`src/verilog/spm_map.svh`:
```
// Register map, field reset values and cycle counts of the monitors
// Assumes inclusion by bare name from the top module and the bench
`ifndef SPM_MAP_SVH
`define SPM_MAP_SVH
`define SPM_AW 14
`define SPM_IDX_PROT_CTL 12'ha21
`define SPM_IDX_PER_INT_CTL 12'ha22
`define SPM_IDX_RST_STAT 12'ha23
`define SPM_IDX_ARB_PRIO 12'ha24
`define SPM_IDX_PER_TMR 12'ha25
`define SPM_IDX_WDG_SVC 12'ha27
`define SPM_SVC_FIRST 8'h55
`define SPM_SVC_SECOND 8'haa
`define SPM_PROT_CTL_RST 8'h80
`define SPM_PER_INT_CTL_RST 11'h00f
`define SPM_ARB_PRIO_RST 4'hf
`define SPM_PER_TMR_RST 9'h000
`define SPM_PER_TMR_PRE_BIT 8
`define SPM_WDG_PRE 512
`define SPM_WDG_T0 15'h01ff
`define SPM_WDG_T1 15'h07ff
`define SPM_WDG_T2 15'h1fff
`define SPM_WDG_T3 15'h7fff
`define SPM_BM_T0 7'h40
`define SPM_BM_T1 7'h20
`define SPM_BM_T2 7'h10
`define SPM_BM_T3 7'h08
`define SPM_RESP_OKAY 2'h0
`define SPM_RESP_DECERR 2'h3
`endif

```
`src/verilog/spm_pkg.sv`:
```
// Types shared by the protection monitor modules
// Assumes the map header for the register constants
package spm_pkg;
   typedef struct packed {
      logic watchdog_enable_bit;
      logic watchdog_prescale_bit;
      logic [1:0] watchdog_timing_field;
      logic halt_monitor_enable;
      logic external_bus_monitor_enable;
      logic [1:0] bus_monitor_timing_field;
   } spm_prot_t;
   typedef struct packed {
      logic [2:0] periodic_request_level;
      logic [7:0] periodic_vector;
   } spm_periodic_interrupt_control_t;
   typedef struct packed {
      logic active;
      logic cpu;
      logic ext;
      logic iack;
      logic size_acknowledge;
      logic autovector_acknowledge;
      logic arb_seen;
   } spm_cyc_t;
   typedef enum logic {
      SPM_SVC_IDLE = 1'b0,
      SPM_SVC_ARMED = 1'b1
   } spm_svc_t;
   typedef enum logic [1:0] {
      SPM_BM_IDLE = 2'b00,
      SPM_BM_WAIT = 2'b01,
      SPM_BM_ERR = 2'b11
   } spm_bm_t;
endpackage

```
`src/verilog/spm_top.sv`:
```
// Protection monitors: watchdog, bus, halt, spurious and periodic timer
// Assumes an AXI4-Lite master and bus cycle flags on aclk
`timescale 1ns/10ps
`include "spm_map.svh"
//----------------------------------------------------------------
//----------------------------------------------------------------
module spm_top #(
   parameter int WDG_PRESCALE = `SPM_WDG_PRE,
   parameter int PER_PRESCALE = `SPM_WDG_PRE
) (
   input wire logic aclk,
   input wire logic aresetn,
   input wire logic awvalid,
   output logic awready,
   input wire logic [`SPM_AW-1:0] awaddr,
   input wire logic wvalid,
   output logic wready,
   input wire logic [31:0] wdata,
   input wire logic [3:0] wstrb,
   output logic bvalid,
   input wire logic bready,
   output logic [1:0] bresp,
   input wire logic arvalid,
   output logic arready,
   input wire logic [`SPM_AW-1:0] araddr,
   output logic rvalid,
   input wire logic rready,
   output logic [31:0] rdata,
   output logic [1:0] rresp,
   input wire logic clock_mode_pin,
   input wire spm_pkg::spm_cyc_t cyc,
   input wire logic halt_request,
   input wire logic [2:0] ext_request_level,
   input wire logic [2:0] ack_level,
   output logic watchdog_reset,
   output logic halt_reset,
   output logic bus_error,
   output logic [2:0] request_level,
   output logic request_from_timer,
   output logic [7:0] ack_vector,
   output logic spurious_exception
);
   spm_pkg::spm_prot_t system_protection_control_r;
   spm_pkg::spm_periodic_interrupt_control_t periodic_interrupt_control_r;
   spm_pkg::spm_svc_t svc_r;
   spm_pkg::spm_bm_t bm_r;
   logic [3:0] arbitration_priority_field_r;
   logic [8:0] periodic_timer_ctl_r;
   logic [1:0] reset_status_register_r;
   logic prot_locked_r, first_cycle_r, mode_meta_r, mode_sync_r;
   logic [1:0] wdg_tim_act_r;
   logic wdg_pre_act_r;
   logic aw_got_r, w_got_r, arb_latch_r, iack_seen_r, per_pend_r;
   logic [`SPM_AW-1:0] waddr_r;
   logic [31:0] wdata_r, rd_mux;
   logic [3:0] wstrb_r;
   logic [6:0] bm_cnt_r, bm_limit;
   logic aw_hs, w_hs, ar_hs, wr_fire, aw_got_nxt, w_got_nxt;
   logic [11:0] widx, ridx;
   logic wr_svc, svc_done, wdg_en, pre_tick, wdg_tick;
   logic [14:0] wdg_term, wdg_cnt;
   logic bm_watch, bm_ack, spur_err, iack_hit, timer_wins;
   logic per_run, per_pre_tick, per_tick, per_ack;
   logic [7:0] per_cnt;
   logic [2:0] per_lvl;

   function automatic logic mapped(input logic [11:0] idx);
      mapped = idx == `SPM_IDX_PROT_CTL || idx == `SPM_IDX_PER_INT_CTL ||
         idx == `SPM_IDX_RST_STAT || idx == `SPM_IDX_ARB_PRIO ||
         idx == `SPM_IDX_PER_TMR || idx == `SPM_IDX_WDG_SVC;
   endfunction

   //----------------------------------------------------------------
   // Bus slave, write side
   //----------------------------------------------------------------
   assign aw_hs = awvalid & awready;
   assign w_hs = wvalid & wready;
   assign wr_fire = aw_got_r & w_got_r & ~bvalid;
   assign aw_got_nxt = (aw_got_r | aw_hs) & ~wr_fire;
   assign w_got_nxt = (w_got_r | w_hs) & ~wr_fire;
   assign widx = waddr_r[`SPM_AW-1:2];

   always_ff @(posedge aclk) begin
      if (!aresetn) begin
         aw_got_r <= 1'b0;
         w_got_r <= 1'b0;
         awready <= 1'b0;
         wready <= 1'b0;
      end else begin
         aw_got_r <= aw_got_nxt;
         w_got_r <= w_got_nxt;
         awready <= ~aw_got_nxt;
         wready <= ~w_got_nxt;
      end
   end

   always_ff @(posedge aclk) begin
      if (aw_hs) begin
         waddr_r <= awaddr;
      end
      if (w_hs) begin
         wdata_r <= wdata;
         wstrb_r <= wstrb;
      end
   end

   always_ff @(posedge aclk) begin
      if (!aresetn) begin
         bvalid <= 1'b0;
         bresp <= `SPM_RESP_OKAY;
      end else if (wr_fire) begin
         bvalid <= 1'b1;
         bresp <= mapped(widx) ? `SPM_RESP_OKAY : `SPM_RESP_DECERR;
      end else if (bready) begin
         bvalid <= 1'b0;
      end
   end

   //----------------------------------------------------------------
   // Bus slave, read side
   //----------------------------------------------------------------
   assign ar_hs = arvalid & arready;
   assign ridx = araddr[`SPM_AW-1:2];

   always_comb begin
      rd_mux = '0;
      case (ridx)
         `SPM_IDX_PROT_CTL: rd_mux[7:0] = system_protection_control_r;
         `SPM_IDX_PER_INT_CTL: rd_mux[10:0] = periodic_interrupt_control_r;
         `SPM_IDX_RST_STAT: rd_mux[1:0] = reset_status_register_r;
         `SPM_IDX_ARB_PRIO: rd_mux[3:0] = arbitration_priority_field_r;
         `SPM_IDX_PER_TMR: rd_mux[8:0] = periodic_timer_ctl_r;
         default: rd_mux = '0;
      endcase
   end

   always_ff @(posedge aclk) begin
      if (!aresetn) begin
         rvalid <= 1'b0;
         arready <= 1'b0;
         rdata <= '0;
         rresp <= `SPM_RESP_OKAY;
      end else if (ar_hs) begin
         rvalid <= 1'b1;
         arready <= 1'b0;
         rdata <= rd_mux;
         rresp <= mapped(ridx) ? `SPM_RESP_OKAY : `SPM_RESP_DECERR;
      end else begin
         if (rvalid && rready) begin
            rvalid <= 1'b0;
         end
         arready <= ~rvalid | rready;
      end
   end

   //----------------------------------------------------------------
   // Control registers
   //----------------------------------------------------------------
   always_ff @(posedge aclk) begin
      mode_meta_r <= clock_mode_pin;
      mode_sync_r <= mode_meta_r;
   end

   always_ff @(posedge aclk) begin
      if (!aresetn) begin
         system_protection_control_r <= `SPM_PROT_CTL_RST;
         prot_locked_r <= 1'b0;
         first_cycle_r <= 1'b1;
      end else begin
         first_cycle_r <= 1'b0;
         if (first_cycle_r) begin
            system_protection_control_r.watchdog_prescale_bit <= ~mode_sync_r;
         end
         if (wr_fire && widx == `SPM_IDX_PROT_CTL && wstrb_r[0] &&
            !prot_locked_r) begin
            system_protection_control_r <= wdata_r[7:0];
            prot_locked_r <= 1'b1;
         end
      end
   end

   always_ff @(posedge aclk) begin
      if (!aresetn) begin
         periodic_interrupt_control_r <= `SPM_PER_INT_CTL_RST;
         arbitration_priority_field_r <= `SPM_ARB_PRIO_RST;
         periodic_timer_ctl_r <= `SPM_PER_TMR_RST;
      end else if (wr_fire) begin
         if (widx == `SPM_IDX_PER_INT_CTL && wstrb_r[0]) begin
            periodic_interrupt_control_r[7:0] <= wdata_r[7:0];
         end
         if (widx == `SPM_IDX_PER_INT_CTL && wstrb_r[1]) begin
            periodic_interrupt_control_r[10:8] <= wdata_r[10:8];
         end
         if (widx == `SPM_IDX_ARB_PRIO && wstrb_r[0]) begin
            arbitration_priority_field_r <= wdata_r[3:0];
         end
         if (widx == `SPM_IDX_PER_TMR && wstrb_r[0]) begin
            periodic_timer_ctl_r[7:0] <= wdata_r[7:0];
         end
         if (widx == `SPM_IDX_PER_TMR && wstrb_r[1]) begin
            periodic_timer_ctl_r[8] <= wdata_r[8];
         end
      end
   end

   //----------------------------------------------------------------
   // Watchdog service sequence
   //----------------------------------------------------------------
   assign wr_svc = wr_fire & (widx == `SPM_IDX_WDG_SVC) & wstrb_r[0];
   assign svc_done = wr_svc & (svc_r == spm_pkg::SPM_SVC_ARMED) &
      (wdata_r[7:0] == `SPM_SVC_SECOND);

   always_ff @(posedge aclk) begin
      if (!aresetn) begin
         svc_r <= spm_pkg::SPM_SVC_IDLE;
      end else if (wr_svc) begin
         case (svc_r)
            spm_pkg::SPM_SVC_IDLE: begin
               if (wdata_r[7:0] == `SPM_SVC_FIRST) begin
                  svc_r <= spm_pkg::SPM_SVC_ARMED;
               end
            end
            spm_pkg::SPM_SVC_ARMED: svc_r <= spm_pkg::SPM_SVC_IDLE;
            default: svc_r <= spm_pkg::SPM_SVC_IDLE;
         endcase
      end
   end

   always_ff @(posedge aclk) begin
      if (!aresetn) begin
         wdg_tim_act_r <= 2'h0;
         wdg_pre_act_r <= 1'b0;
      end else if (first_cycle_r) begin
         wdg_pre_act_r <= ~mode_sync_r;
      end else if (svc_done) begin
         wdg_tim_act_r <=
            system_protection_control_r.watchdog_timing_field;
         wdg_pre_act_r <=
            system_protection_control_r.watchdog_prescale_bit;
      end
   end

   //----------------------------------------------------------------
   // Watchdog counters
   //----------------------------------------------------------------
   assign wdg_en = system_protection_control_r.watchdog_enable_bit;

   always_comb begin
      case (wdg_tim_act_r)
         2'h0: wdg_term = `SPM_WDG_T0;
         2'h1: wdg_term = `SPM_WDG_T1;
         2'h2: wdg_term = `SPM_WDG_T2;
         default: wdg_term = `SPM_WDG_T3;
      endcase
   end

   spm_cnt #(.W(9)) u_wdg_pre (
      .aclk(aclk),
      .aresetn(aresetn),
      .clr(svc_done | ~wdg_en),
      .en(wdg_en & wdg_pre_act_r),
      .term(9'(WDG_PRESCALE - 1)),
      .cnt_r(),
      .tick_r(pre_tick)
   );

   spm_cnt #(.W(15)) u_wdg (
      .aclk(aclk),
      .aresetn(aresetn),
      .clr(svc_done | ~wdg_en),
      .en(wdg_en & (wdg_pre_act_r ? pre_tick : 1'b1)),
      .term(wdg_term),
      .cnt_r(wdg_cnt),
      .tick_r(wdg_tick)
   );

   //----------------------------------------------------------------
   // Reset requests and reset status
   //----------------------------------------------------------------
   always_ff @(posedge aclk) begin
      if (!aresetn) begin
         watchdog_reset <= 1'b0;
         halt_reset <= 1'b0;
         reset_status_register_r <= 2'h0;
      end else begin
         watchdog_reset <= wdg_tick & wdg_en;
         halt_reset <= halt_request &
            system_protection_control_r.halt_monitor_enable;
         if ((wdg_tick & wdg_en) | (halt_request &
            system_protection_control_r.halt_monitor_enable)) begin
            reset_status_register_r <= {halt_request &
               system_protection_control_r.halt_monitor_enable,
               wdg_tick & wdg_en};
         end
      end
   end

   //----------------------------------------------------------------
   // Bus monitor and spurious interrupt monitor
   //----------------------------------------------------------------
   assign bm_watch = cyc.active & cyc.cpu & (~cyc.ext |
      system_protection_control_r.external_bus_monitor_enable);
   assign bm_ack = cyc.size_acknowledge |
      (cyc.iack & cyc.autovector_acknowledge);
   assign spur_err = cyc.active & cyc.iack & (cyc.size_acknowledge |
      cyc.autovector_acknowledge) & ~arb_latch_r & ~cyc.arb_seen;

   always_comb begin
      case (system_protection_control_r.bus_monitor_timing_field)
         2'h0: bm_limit = `SPM_BM_T0;
         2'h1: bm_limit = `SPM_BM_T1;
         2'h2: bm_limit = `SPM_BM_T2;
         default: bm_limit = `SPM_BM_T3;
      endcase
   end

   always_ff @(posedge aclk) begin
      if (!aresetn || !cyc.active) begin
         arb_latch_r <= 1'b0;
      end else if (cyc.arb_seen) begin
         arb_latch_r <= 1'b1;
      end
   end

   always_ff @(posedge aclk) begin
      if (!aresetn) begin
         bm_r <= spm_pkg::SPM_BM_IDLE;
         bm_cnt_r <= 7'h00;
         bus_error <= 1'b0;
      end else begin
         bus_error <= spur_err;
         case (bm_r)
            spm_pkg::SPM_BM_IDLE: begin
               bm_cnt_r <= 7'h01;
               if (bm_watch && !bm_ack) begin
                  bm_r <= spm_pkg::SPM_BM_WAIT;
               end
            end
            spm_pkg::SPM_BM_WAIT: begin
               if (!bm_watch || bm_ack) begin
                  bm_r <= spm_pkg::SPM_BM_IDLE;
               end else if (bm_cnt_r == bm_limit) begin
                  bm_r <= spm_pkg::SPM_BM_ERR;
                  bus_error <= 1'b1;
               end else begin
                  bm_cnt_r <= bm_cnt_r + 7'h01;
               end
            end
            spm_pkg::SPM_BM_ERR: begin
               if (!cyc.active) begin
                  bm_r <= spm_pkg::SPM_BM_IDLE;
               end else begin
                  bus_error <= 1'b1;
               end
            end
            default: bm_r <= spm_pkg::SPM_BM_IDLE;
         endcase
      end
   end

   //----------------------------------------------------------------
   // Periodic timer
   //----------------------------------------------------------------
   assign per_run = |periodic_timer_ctl_r[7:0];
   assign per_lvl = periodic_interrupt_control_r.periodic_request_level;

   spm_cnt #(.W(9)) u_per_pre (
      .aclk(aclk),
      .aresetn(aresetn),
      .clr(~per_run),
      .en(per_run & periodic_timer_ctl_r[`SPM_PER_TMR_PRE_BIT]),
      .term(9'(PER_PRESCALE - 1)),
      .cnt_r(),
      .tick_r(per_pre_tick)
   );

   spm_cnt #(.W(8)) u_per (
      .aclk(aclk),
      .aresetn(aresetn),
      .clr(~per_run),
      .en(per_run & (periodic_timer_ctl_r[`SPM_PER_TMR_PRE_BIT] ?
         per_pre_tick : 1'b1)),
      .term(periodic_timer_ctl_r[7:0] - 8'h01),
      .cnt_r(per_cnt),
      .tick_r(per_tick)
   );

   always_ff @(posedge aclk) begin
      if (!aresetn) begin
         per_pend_r <= 1'b0;
      end else begin
         if (per_ack) begin
            per_pend_r <= 1'b0;
         end
         if (per_tick && per_lvl != 3'h0) begin
            per_pend_r <= 1'b1;
         end
      end
   end

   //----------------------------------------------------------------
   // Request arbitration and acknowledge
   //----------------------------------------------------------------
   assign timer_wins = per_pend_r & (per_lvl != 3'h0) &
      (per_lvl >= ext_request_level);
   assign iack_hit = cyc.active & cyc.iack & ~iack_seen_r &
      (ack_level == request_level) & (request_level != 3'h0);
   assign per_ack = iack_hit & request_from_timer &
      (arbitration_priority_field_r != 4'h0);

   always_ff @(posedge aclk) begin
      if (!aresetn) begin
         iack_seen_r <= 1'b0;
         request_level <= 3'h0;
         request_from_timer <= 1'b0;
         ack_vector <= 8'h00;
         spurious_exception <= 1'b0;
      end else begin
         iack_seen_r <= cyc.active & cyc.iack;
         request_level <= timer_wins ? per_lvl : ext_request_level;
         request_from_timer <= timer_wins;
         spurious_exception <= iack_hit &
            (arbitration_priority_field_r == 4'h0);
         if (per_ack) begin
            ack_vector <= periodic_interrupt_control_r.periodic_vector;
         end
      end
   end
endmodule

```
`src/verilog/spm_cnt.sv`:
```
// Wrapping counter with terminal count pulse
// Assumes clear and enable from logic on the same clock
`timescale 1ns/10ps
module spm_cnt #(
   parameter int W = 8
) (
   input wire logic aclk,
   input wire logic aresetn,
   input wire logic clr,
   input wire logic en,
   input wire logic [W-1:0] term,
   output logic [W-1:0] cnt_r,
   output logic tick_r
);
   //----------------------------------------------------------------
   // Count and wrap
   //----------------------------------------------------------------
   always_ff @(posedge aclk) begin
      if (!aresetn || clr) begin
         cnt_r <= '0;
      end else if (en) begin
         cnt_r <= (cnt_r >= term) ? '0 : cnt_r + 1'b1;
      end
   end

   always_ff @(posedge aclk) begin
      tick_r <= aresetn & ~clr & en & (cnt_r >= term);
   end
endmodule

```
`config.mk`:
```
export PLATFORM = sky130hd
export DESIGN_NAME = spm_top
export DESIGN_NICKNAME = d
export VERILOG_FILES = /design/src/verilog/spm_pkg.sv /design/src/verilog/spm_top.sv /design/src/verilog/spm_cnt.sv
export VERILOG_INCLUDE_DIRS = /design/src /design/src/verilog
export SDC_FILE = /design/constraint.sdc
export NUM_CORES = 1
export LEC_CHECK = 0
export ABC_AREA = 0
export BUFFER_PORTS_ARGS = -buffer_cell sky130_fd_sc_hd__buf_2
export CAP_MARGIN = 40
export CORE_MARGIN = 5
export CORE_UTILIZATION = 35
export CTS_CLUSTER_SIZE = 30
export DETAILED_ROUTE_END_ITERATION = 10
export PLACE_DENSITY_LB_ADDON = 0.08
export REMOVE_ABC_BUFFERS = 1
export SYNTH_ARGS = -nofsm -noshare
export SYNTH_HDL_FRONTEND = slang
export SYNTH_SLANG_ARGS = --single-unit
```
`constraint.sdc`:
```
create_clock -name aclk -period 2.6 [get_ports aclk]
set_clock_uncertainty 0.05 [all_clocks]
set_input_delay 0.52 -clock aclk [delete_from_list [all_inputs] [get_ports aclk]]
set_output_delay 0.52 -clock aclk [all_outputs]
set_load 0.02 [all_outputs]
```
---- After elaboration in Yosys (flattened, before gate mapping) ----
Cells that the tools add are included.
storage, ports and cells
  register bits ........................... 164
  word-level logic and storage cells ...... 250
  output and inout bits ................... 57
cells by class
  bitwise operators ....................... 66
  mux-type cells .......................... 41
  equality and inequality tests ........... 27
  $add $sub $neg .......................... 6
  reductions and logical operators ........ 53
  magnitude comparators ................... 5
operator list
  operator                 count
  $eq A12 B12 Y1 const B   12
  $pmux W15 S3             1
  $and A1 B1 Y1            42
  $mux W7                  3
  $pmux W7 S3              1
  $add A9 B1 Y9 const B    2
  $ge A9 B9 Y1 const B     2
  $mux W9                  2
  $mux W1                  16
  $not A1 Y1               16
  $add A15 B1 Y15 const B  1
  $ge A15 B15 Y1           1
  $mux W15                 1
  $logic_or A1 B1 Y1       14
  $mux W2                  7
  $pmux W7 S2              1
  $pmux W4 S3              1
  $reduce_and A2 Y1        6
  $reduce_bool A2 Y1       6
  $logic_and A1 B1 Y1      11
  $pmux W2 S5              1
  $add A8 B1 Y8 const B    1
  $eq A8 B7 Y1 const B     1
  $eq A8 B8 Y1 const B     1
  24 further kinds         48

---- Logic depth before layout (Yosys ltp) ----
Gate-level depths: netlist (run 1).
  depth after elaboration ................. 11
  gate-level depth with buffers ........... 11
  mapped depth without buffers ............ 11

---- Hierarchy ----
A second synthesis (run 1) with hierarchy kept.
unflattened totals
  cells, all modules ...................... 879
  area, all modules ....................... 8262.9 µm²
by module, submodules not included
  module                   cells each  area an instance (µm²)  instances
  spm_top                  502         5056.1                  1
  spm_cnt (u_per_pre ...)  90          700.7                   2
  spm_cnt (u_wdg)          131         1182.4                  1
  spm_cnt (u_per)          66          623.1                   1

---- Worst setup path before layout (run 1) ----
Ideal clock, no wire load.
  path kind ............................... register to register
  from .................................... reg periodic_timer_ctl_r[2]
  to ...................................... reg u_per.cnt_r[7]
  data arrival time ....................... 2.657 ns
  setup slack ............................. -0.182 ns
  period minus slack after synthesis ...... 2.782 ns
  data required time ...................... 2.476 ns
  setup time .............................. 0.074 ns
  cell stages (with the launch flop) ...... 11
  cells stage by stage .................... dfxtp_1 > or4_1 > buf_2 > nor4_1 > xnor2_1 > ha_1 > a21oi_1 > o21ai_0 > a21o_1 > or4_1 > a31oi_1
on the way
  longest elaborated chain between the ends .. 3
RTL lines
  element                                            RTL line                        text
  start, declared                                    spm_top.sv:48                   logic [8:0] periodic_timer_ctl_r;
  start signal, assigned                             spm_top.sv:186                  periodic_timer_ctl_r <= `SPM_PER_TMR_RST;
  start signal, assigned                             spm_top.sv:198                  periodic_timer_ctl_r[7:0] <= wdata_r[7:0];
  $sub A8 B1 Y8 or $reduce_or A8 Y1 (tied branches)  spm_top.sv:383, spm_top.sv:364
  $ge A8 B8 Y1 or $not A1 Y1 (tied branches)         spm_cnt.sv:22, spm_top.sv:380
  $mux W8 or $logic_or A1 B1 Y1 (tied branches)      spm_cnt.sv:22, spm_cnt.sv:19
  end signal, assigned                               spm_cnt.sv:22                   cnt_r <= (cnt_r >= term) ? '0 : cnt_r + 1'b1;
  end, declared                                      spm_cnt.sv:12                   output logic [W-1:0] cnt_r,
Parallel ways exist; a longest one is shown, timed or not.
A chain may end at the register's enable or synchronous reset.

---- Worst setup path after layout (run 1) ----
  from .................................... reg periodic_timer_ctl_r[5]
  to ...................................... reg u_per.cnt_r[7]
The elaborated chain is that of the path after synthesis.

==> key figures, run 1 <==
Pwr
  • P_sw: 1300 uW
  • PwrDens: between 500 and 600 nW/um2
  • Comb power frac: 5.4%
  • P_int: 3900 uW
  • Leakage: 0.00364 uW
  • Clock power frac: 44.5%
  • Seq pwr share: 50.1%
  • Switching Fraction: roughly a quarter
  • VDD IR max: approximately 370 uV

Global routing
  • Initial antenna violation count: 0
  • Vias in the first global route: between 5000 and 6000
  • Gr ovfl total: 0
  • Overall Global Routing Usage: between 10% and 20%
  • Global-route wire length before repair: 30000 um
  • Largest net degree at the start of global routing: 30

Route
  • Via/cell ratio: around 5.0
  • Drt pass-1 iters: 4
  • DRC errors left: 0
  • Routed len/inst: about 15 um
  • Post-route antenna net violation count: 0
  • Initial DRC Count: 310
  • WL final: 18100 um
  • Via count: 5838

Clocking
  • CTS tree: done
  • H-tree depth: 4
  • Clk Latency, worst-skew pair: 0.43 ns
  • Worst-path clk slew: 0.06 ns
  • CTS root buf: clkbuf_16
  • Clock buffer count from CTS: 17
  • Clock sinks: 160
  • CTS max path bufs: 2

Layout
  • Fraction of layout cells with a size suffix above 1: 19.1%
  • Fill count: about 2100
  • Final net count: 1004
  • Area Overhead vs Synth: 18.6%
  • Finished Cell Area: 8710 um2
  • Antenna cell count: 0

Timing
  • Worst-Margin Slew: 0.712 ns
  • Fmax: between 0.3 and 0.4 GHz
  • Final Max Tran Viols: 0
  • Final hold violation count: 0
  • Fin crit period: 2.64 ns
  • Final setup TNS: -0.0380 ns
  • Period utilization: 101%
  • Relative slew slack: 52.5%
  • Fin worst setup slack: -0.0380 ns
  • # setup viols final: 1
  • RSZ-0062 raised after global routing: yes

Flow run
  • Max Cap Viol: 0

Placement
  • Placer Congestion: 0.775
  • Place WS: -0.193 ns
  • IO buf count: between 90 and 100
  • HPWL after DPL: 13400 um
  • Placed instance area: just over 8000 um2

Synthesis
  • Synth async-reset ratio: 0%
  • Synth Cell Area: about 7300 um2
  • Mapped Cells: just under 800
  • Yosys warnings: 0
  • Count of different cell masters after synthesis: 68
  • Avg Inst Size Synth: 9.34 um2
  • Sequential fraction of the synthesis area: 47.0%
  • FF+latch count, synth: 160
  • EDFF count, synth: 25
  • Most used flip-flop cell after synthesis: dfxtp_1

Floorplan
  • Starting Density: 35.3%
  • I/O pin count: 143
  • Chip Width: 155 um
  • Core area: 20800 um2
  • DIE HEIGHT: approximately 150 um
  • Die ar.: 24000 um2
  • Std cell rows: 53

Setup path
  • RR Startpoint: periodic_timer_ctl_r[5]
  • Worst Reg-to-Reg Cells: 10
  • Crit path max fanout: 4
  • R2r setup slk: -0.04 ns
  • Reg-to-Reg End: u_per.cnt_r[7]
  • Crit Path Category: register to register
  • Worst setup SP type: register
  • Arr. time, crit path: 2.94 ns
  • Worst EP required: approximately 2.9 ns
  • CP Capture Type: register

Min path
  • Hold Path Origin: clock_mode_pin
  • Worst hold path stage count: 1
  • Hold Crit Class: input port to register
  • Hold endpoint: mode_meta_r

Outcome
  • Failing checks: negative setup slack
  • Status: finished, violations left
## logic make-up (layout without fill, tap and decap cells)
family | after synthesis | count (layout) | share of synthesized area [%]
AO/OA/AOI/OAI | 117 | 117 | 10.4
XOR/XNOR | 41 | 41 | 4.89
adder cells (fa/ha/maj) | 27 | 27 | 4.60
buffers and inverters | 70 | 168 | 4.87
flip-flops | 160 | 160 | 47.0
multiplexers | 45 | 45 | 6.24
other | 1 | 21 | 0.0511
AND/OR/NAND/NOR | 325 | 325 | 21.9
## critical path, stage by stage (launching register included)
cell and delay (ns):
dfxtp_2 0.32, or4_4 0.56, buf_6 0.14, nor2_1 0.10, xnor2_1 0.13, ha_1 0.25, nand2_1 0.12, o21ai_2 0.10
a21o_1 0.17, or4_1 0.50, a31oi_1 0.13
## worst max-delay path by stage
stage,from,endpoint,slack (ns),cells after the start
floorplan,periodic_timer_ctl_r[2],u_per.cnt_r[7],-0.19,9
global placement,periodic_timer_ctl_r[2],u_per.cnt_r[7],-0.17,9
detailed placement,periodic_timer_ctl_r[2],u_per.cnt_r[7],-0.19,9
CTS,periodic_timer_ctl_r[5],u_per.cnt_r[7],-0.02,10
global route,periodic_timer_ctl_r[5],u_per.cnt_r[7],-0.17,9
finish,periodic_timer_ctl_r[5],u_per.cnt_r[7],-0.04,10
## through the flow
step                hold slack, ns  power, uW  std cells  util, %
CTS                          0.120       5270       1179     41.7
detailed placement           0.288       2940       1146     39.0
finish                       0.142       5200       1179     41.8
global placement             0.313       2930       1146     39.0
floorplan                    0.260       2800        754        -
global route                 0.130       5390       1179     41.8
## sequential cells by signal, indices dropped and copies added, names as in the netlist, 2 cells and up
signal and flops:
ack_vector 8, arbitration_priority_field_r 4, bm_cnt_r 7, bm_r 2
per_lvl 3, periodic_interrupt_control_r 8, periodic_timer_ctl_r 9, rdata 11
request_level 3, reset_status_register_r 2, system_protection_control_r 7, u_per.cnt_r 8
u_per_pre.cnt_r 9, u_wdg.cnt_r 15, u_wdg_pre.cnt_r 9, waddr_r 12
wdata_r 11, wdg_tim_act_r 2, wstrb_r 2
## cells in the mapped netlist (all sizes together) (6+ instances only)
cell type	count	area (um2)
and4	6	52.6
a211oi	6	62.6
inv	18	67.6
nand2	83	312
ha	27	338
a21oi	31	155
xor2	16	140
nand3	36	185
mux2i	42	420
nor2	95	357
nor3	20	100
nand4	11	68.8
clkbuf	22	82.6
edfxtp	25	751
nand2b	6	37.5
nor3b	9	67.6
or3	8	50.1
a22oi	6	45.0
buf	30	208
dfxtp	135	2700
and2	10	65.1
and3	10	62.6
o21ai	36	195
xnor2	25	219
## cell usage in the layout (no fill, tap or decap), types with 11 or more instances in the layout
master       n
buf_4       23
nor3_1      18
ha_1        27
mux2i_1     42
conb_1      21
dfxtp_1    133
nand2_1     83
xnor2_1     25
nor2_1      95
a21oi_1     29
inv_1       18
nand4_1     11
o21ai_0     31
edfxtp_1    25
xor2_1      16
buf_2       94
nand3_1     35
clkbuf_16   17
## power groups by stage
stage               sequential, uW  clock [uW]  combinational, uW
global route                  2610        2470                312
detailed placement            2660           0                281
floorplan                     2660           0                138
finish                        2600        2310                282
global placement              2660           0                275
CTS                           2600        2380                283
## metal layers
layer	vias to the layer above	global-route usage, %	wire, um	part of all wire [%]
met4	0	4.29	201	1.1
met2	99	25.2	8580	47
li1	2945	-	-	-
met3	17	3.72	786	4.3
met5	-	0	0	0
met1	2777	20.5	8550	47
## layout make-up
class	instances	area, um2	share of cell area (%)
Timing Repair Buffer	118	654	7.51
Inverter	18	67.6	0.776
Tap cell	275	344	3.95
Multi-Input combinational cell	576	3650	41.9
Sequential cell	160	3460	39.7
Clock buffer	17	425	4.89
Clock inverter	15	110	1.26
## repair_timing
action / in CTS / in global routing
resized for setup: 8 / 5
hold buffers: 0 / 0
hold endpoints to repair: 0 / 0
endpoints found under the setup margin: 8 / 9
setup buffers: 1 / 0
pin swaps: 1 / 5
No activity file was read; power rests on OpenSTA's default activity.
==> run 2: changes to the inputs <==
GPL_TIMING_DRIVEN = 0   (was not set)
==> key figures, run 2 (synthesis gave the netlist of run 1 again) <==
Outcome
  • Status: finished, violations left
  • Failing checks: negative setup slack

Layout
  • Max reg flops: 15 (unchanged)
  • Core Util, Final: 41.6% (-0.24 points)
  • Commonest non-fill, non-tap cell in the layout: dfxtp_1
  • Top Registers: u_wdg.cnt_r x15, waddr_r x12
  • Post-Layout Cell Count: 1162 (-1.4%)
  • Most frequent cells in the layout: dfxtp_1, nor2_1, buf_2
  • Final net count: 987 (-1.7%)
  • Biggest register: u_wdg.cnt_r
  • Fraction of layout cells with a size suffix above 1: 17.4% (-1.8 points)
  • Fill count: 2082 (-1.5%)
  • Antenna cell count: 0 (unchanged)
  • Area Overhead vs Synth: 17.9%

Setup path
  • Crit path max fanout: 4 (unchanged)
  • Crit. Startpoint: periodic_timer_ctl_r[5]
  • RR Startpoint: periodic_timer_ctl_r[5]
  • Arr. time, crit path: 2.97 ns (+0.03 ns)
  • Crit Path Category: register to register
  • Worst EP required: 2.89 ns (-0.02 ns)
  • Worst setup SP type: register
  • CP Capture Type: register
  • R2r setup slk: -0.07 ns (-0.04 ns)

Route
  • Via count: 5770 (-1.2%)
  • WL final: 17500 um (-3.3%)
  • Drt pass-1 iters: 7 (+3)
  • DRC errors left: 0 (unchanged)
  • Post-route antenna net violation count: 0 (unchanged)
  • Via/cell ratio: 4.97 (+0.28%)
  • Routed len/inst: 15.1 um (-1.9%)
  • Initial DRC Count: 281 (-9.4%)

Global routing
  • Largest net degree at the start of global routing: 33 (+10%)
  • Gr ovfl total: 0 (unchanged)
  • Vias in the first global route: 5709 (-4.7%)
  • Overall Global Routing Usage: 14.8% (-0.69 points)
  • Initial antenna violation count: 0 (unchanged)
  • Global-route wire length before repair: 28800 um (-3.8%)

Timing
  • Period utilization: 103% (+1.4 points)
  • Fin crit period: 2.67 ns (+0.0361 ns)
  • Fmax: 0.374 GHz (-1.3%)
  • Final hold violation count: 0 (unchanged)
  • Hold_ws: 0.151 ns (+0.00942 ns)
  • Relative slew slack: 46.2% (-6.3 points)
  • # setup viols final: 1 (unchanged)
  • Final Max Tran Viols: 0 (unchanged)
  • Worst-Margin Slew: 0.805 ns (+0.0925 ns)
  • RSZ-0062 raised after global routing: yes
  • Fin worst setup slack: -0.0741 ns (-0.0361 ns)

Clocking
  • Count of hold-fix buffers inserted at cts: 0 (unchanged)
  • Clock buffer count from CTS: 17 (unchanged)
  • CTS tree: done
  • CTS root buf: clkbuf_16
  • CTS max path bufs: 2 (unchanged)
  • Clk Latency, worst-skew pair: 0.42 ns (about the same)
  • Clock sinks: 160 (unchanged)
  • H-tree depth: 4 (unchanged)
  • Worst-path clk slew: 0.06 ns (about the same)

Min path
  • Hold Path Origin: clock_mode_pin
  • Hold Crit Class: input port to register

Pwr
  • PwrDens: 621 nW/um2 (+4.1%)
  • Seq pwr share: 48.4% (-1.7 points)
  • P_sw: 1240 uW (-4.5%)
  • P_int: 4140 uW (+6.2%)
  • Leakage: 0.00358 uW (-1.6%)
  • Total power: 5380 uW (+3.5%)
  • Clock power frac: 46.5% (+2.0 points)
  • VDD IR max: 453 uV (+21%)
  • Switching Fraction: 23.1% (-1.9 points)
  • Comb power frac: 5.1% (-0.3 points)

Flow run
  • Max Cap Viol: 0 (unchanged)

Floorplan
  • Core area: 20800 um2 (unchanged)
  • Chip Width: 155 um (unchanged)
  • Die ar.: 24000 um2 (unchanged)
  • Starting Density: 35.3% (unchanged)
  • Std cell rows: 53 (unchanged)
  • I/O pin count: 143 (unchanged)
  • DIE HEIGHT: 155 um (unchanged)

Placement
  • Place WS: -0.585 ns (-0.392 ns)
  • Placer Congestion: 0.777 (+0.26%)
  • IO buf count: 94 (unchanged)
  • HPWL after DPL: 12800 um (-3.8%)
  • Dpl cells: 1127 (-1.7%)
[run 2: cell types whose count changed in the layout (fill, tap and decap cells not counted), moves of 2 or more]
| cell | change |
|---|---|
| bufinv_16 | +2 |
| buf_4 | -19 |
| dfxtp_1 | -2 |
| clkbuf_1 | +2 |
| dfxtp_4 | +2 |
| inv_6 | -3 |
| clkinv_2 | -2 |
[run 2: final timing paths]
path                            cells after the start             end
worst min-delay path                                1     mode_meta_r
worst max-delay path                                9  u_per.cnt_r[7]
worst max register to register                      9  u_per.cnt_r[7]
worst min register to register                      0     mode_sync_r
[run 2: cell type report]
class                           count  area (um2)  share of cell area (%)
Multi-Input combinational cell    576        3640                    42.1
Sequential cell                   160        3460                    40.0
Timing Repair Buffer              101         553                    6.39
Clock buffer                       20         458                    5.29
Tap cell                          275         344                    3.97
Clock inverter                     12         130                    1.50
Inverter                           18        67.6                   0.780
[run 2: layer usage]
metal | vias to the layer above | wire length (um) | global-route usage [%]
li1 | 2914 | - | -
met1 | 2736 | 8330 | 19.9
met2 | 112 | 8150 | 23.7
met3 | 8 | 897 | 3.83
met4 | 0 | 137 | 3.78
met5 | - | 0 | 0
[run 2: through the flow]
step	setup TNS (ns)	instance area (um2)
after floorplan	-0.457	7130
final	-0.0741	8660
after detailed placement	-3.95	8000
after global placement	-25.50	7940
after CTS	-0.0499	8660
after global routing	-1.77	8660
[run 2: worst max-delay path, cell delays in order (launching register included)]
cell     delay (ns)
dfxtp_4        0.34
or4_4          0.56
nor4_4         0.17
xnor2_1        0.16
ha_1           0.27
a21oi_2        0.13
o21ai_2        0.09
a21o_1         0.17
or4_1          0.50
a31oi_1        0.15
[run 2: what timing repair did]
action                                  4_1_cts  5_1_grt
gates resized for setup                      15        0
endpoints found under the setup margin        9       16
buffers inserted                              3        0
pin swaps                                     2        0
[run 2: power by group through the flow]
stage / clock [uW] / combinational [uW] / sequential (uW)
floorplan: 0 / 138 / 2660
global placement: 0 / 263 / 2660
detailed placement: 0 / 277 / 2660
CTS: 2580 / 279 / 2600
global route: 2700 / 306 / 2610
finish: 2500 / 275 / 2600
==> run 3: changes to the inputs <==
CORE_ASPECT_RATIO = 1.75   (was not set)
==> key figures, run 3 (synthesis gave the netlist of run 1 again) <==
Min path
  • Hold endpoint: mode_meta_r
  • Worst hold path stage count: 1 (unchanged)
  • Hold Path Origin: clock_mode_pin
  • Hold Crit Class: input port to register

Route
  • Via count: 5807 (+0.64%)
  • Drt pass-1 iters: 4 (-3)
  • DRC errors left: 0 (unchanged)
  • Via/cell ratio: 5.10 (+2.7%)
  • Met1 Wirelength: 6960 um (-16%)
  • Routed len/inst: 16.1 um (+6.5%)
  • Post-route antenna net violation count: 0 (unchanged)
  • Initial DRC Count: 201 (-28%)
  • Top sig layer: met4
  • WL final: 18300 um (+4.4%)
  • WL met2: 10200 um (+25%)
  • Routed met3 length: 568 um (-37%)

Timing
  • Final Max Tran Viols: 0 (unchanged)
  • Fin crit period: 2.70 ns (+0.0238 ns)
  • Relative slew slack: 45.1% (-1.0 points)
  • Fmax: 0.371 GHz (-0.88%)
  • Hold_ws: 0.152 ns (+0.00128 ns)
  • Final hold violation count: 0 (unchanged)
  • Final setup TNS: -0.138 ns (-0.0637 ns)
  • Period utilization: 104% (+0.92 points)
  • RSZ-0062 raised after global routing: yes
  • Worst-Margin Slew: 0.819 ns (+0.0145 ns)
  • # setup viols final: 2 (+1)
  • Fin worst setup slack: -0.0979 ns (-0.0238 ns)

Global routing
  • Vias in the first global route: 6092 (+6.7%)
  • Global-route wire length before repair: 30000 um (+4.0%)
  • Initial antenna violation count: 0 (unchanged)
  • Overall Global Routing Usage: 15.6% (+0.78 points)
  • Largest net degree at the start of global routing: 47 (+42%)
  • Gr ovfl total: 0 (unchanged)

Pwr
  • Leakage: 0.00358 uW (about the same)
  • VDD IR max: 406 uV (-10%)
  • PwrDens: 621 nW/um2 (about the same)

Floorplan
  • Starting Density: 35.4% (+0.11 points)
  • Chip Width: 119 um (-23%)
  • Core area: 20800 um2 (-0.31%)
  • Std cell rows: 70 (+32%)
  • Die ar.: 24100 um2 (+0.48%)
  • DIE HEIGHT: 202 um (+30%)
  • I/O pin count: 143 (unchanged)

Setup path
  • CP Capture Type: register
  • Worst Reg-to-Reg Cells: 9 (unchanged)
  • Arr. time, crit path: 3.00 ns (+0.03 ns)
  • WP buf/inv: 0 (unchanged)
  • Worst-path cell chain: or4_4, nor4_4, xnor2_1, ha_1, a21oi_2, o21ai_2, a21o_1, or4_1, a31oi_1
  • CP max stage cell: or4_4
  • Slowest stage delay, CP: 0.57 ns (about the same)
  • Crit path depth: 9 (unchanged)
  • Worst EP required: 2.90 ns (about the same)
  • RR Startpoint: periodic_timer_ctl_r[5]
  • Reg-to-Reg End: u_per.cnt_r[7]
  • Top Family by Delay on Critical Path: simple AND/OR/NAND/NOR gates
  • R2r setup slk: -0.1 ns (-0.02 ns)
  • Worst setup SP type: register
  • Crit Path Category: register to register
  • Crit path max fanout: 4 (unchanged)

Layout
  • Commonest non-fill, non-tap cell in the layout: dfxtp_1
  • Most frequent cells in the layout: dfxtp_1, nor2_1, buf_2
  • Area Overhead vs Synth: 17.6%
  • Fraction of layout cells with a size suffix above 1: 18.2% (+0.79 points)
  • Max reg flops: 15 (unchanged)
  • Post-Layout Cell Count: 1139 (-2.0%)
  • Antenna cell count: 0 (unchanged)
  • Top Registers: u_wdg.cnt_r x15, waddr_r x12
  • Final net count: 987 (unchanged)
  • Biggest register: u_wdg.cnt_r

Clocking
  • H-tree depth: 4 (unchanged)
  • Clock buffer count from CTS: 17 (unchanged)
  • Clk Latency, worst-skew pair: 0.43 ns (about the same)
  • CTS root buf: clkbuf_16
  • CTS max path bufs: 2 (unchanged)
  • Clock sinks: 160 (unchanged)
  • Worst-path clk slew: 0.06 ns (about the same)
  • CTS tree: done

Placement
  • HPWL after DPL: 14100 um (+9.4%)
  • Placer Congestion: 0.803 (+3.4%)
  • IO buf count: 94 (unchanged)
  • Dpl cells: 1103 (-2.1%)

Outcome
  • Failing checks: negative setup slack
  • Status: finished, violations left

Flow run
  • Max Cap Viol: 0 (unchanged)
[run 3: worst max path at each step]
stage / from / end / slack [ns]
2_1_floorplan: periodic_timer_ctl_r[2] / u_per.cnt_r[7] / -0.19
3_3_place_gp: aresetn / rdata[6] / -1.06
5_1_grt: periodic_timer_ctl_r[4] / u_per.cnt_r[7] / -0.21
4_1_cts: periodic_timer_ctl_r[5] / u_per.cnt_r[7] / -0.1
6_report: periodic_timer_ctl_r[5] / u_per.cnt_r[7] / -0.1
3_5_place_dp: periodic_timer_ctl_r[2] / u_per.cnt_r[4] / -0.57
[run 3: stage by stage]
step	utilization [%]	area [um2]	setup slack (ns)	total power (uW)
after detailed placement	38.4	7970	-0.566	2940
after global routing	41.6	8630	-0.208	5580
after CTS	41.6	8630	-0.0966	5440
after global placement	38.1	7910	-1.06	2920
after floorplan	-	7130	-0.193	2800
final	41.6	8630	-0.0979	5360
[run 3: metal layers]
layer | up-vias | global-route usage, %
met1 | 2763 | 16.0
met3 | 33 | 3.07
met5 | - | 0
li1 | 2902 | -
met4 | 0 | 7.17
met2 | 109 | 29.7
[run 3: cell type report]
| class | count | area, um2 |
|---|---|---|
| Timing Repair Buffer | 101 | 548 |
| Clock buffer | 17 | 425 |
| Multi-Input combinational cell | 576 | 3660 |
| Sequential cell | 160 | 3460 |
| Tap cell | 252 | 315 |
| Clock inverter | 15 | 156 |
| Inverter | 18 | 67.6 |
| Fill cell | 2063 | 12100 |
[run 3: timing repair]
action                                  CTS  global route
pin swaps                                 3             0
setup buffers                             4             0
gates cloned                              0             0
endpoints found under the setup margin    9            17
hold buffers                              0             0
resized for setup                        17             1
[run 3: power by group]
part,total (uW),internal (uW),switching [uW]
registers,2600,2560,37.0
logic,279,101,178
clock network,2480,1420,1060
total,5360,4090,1270
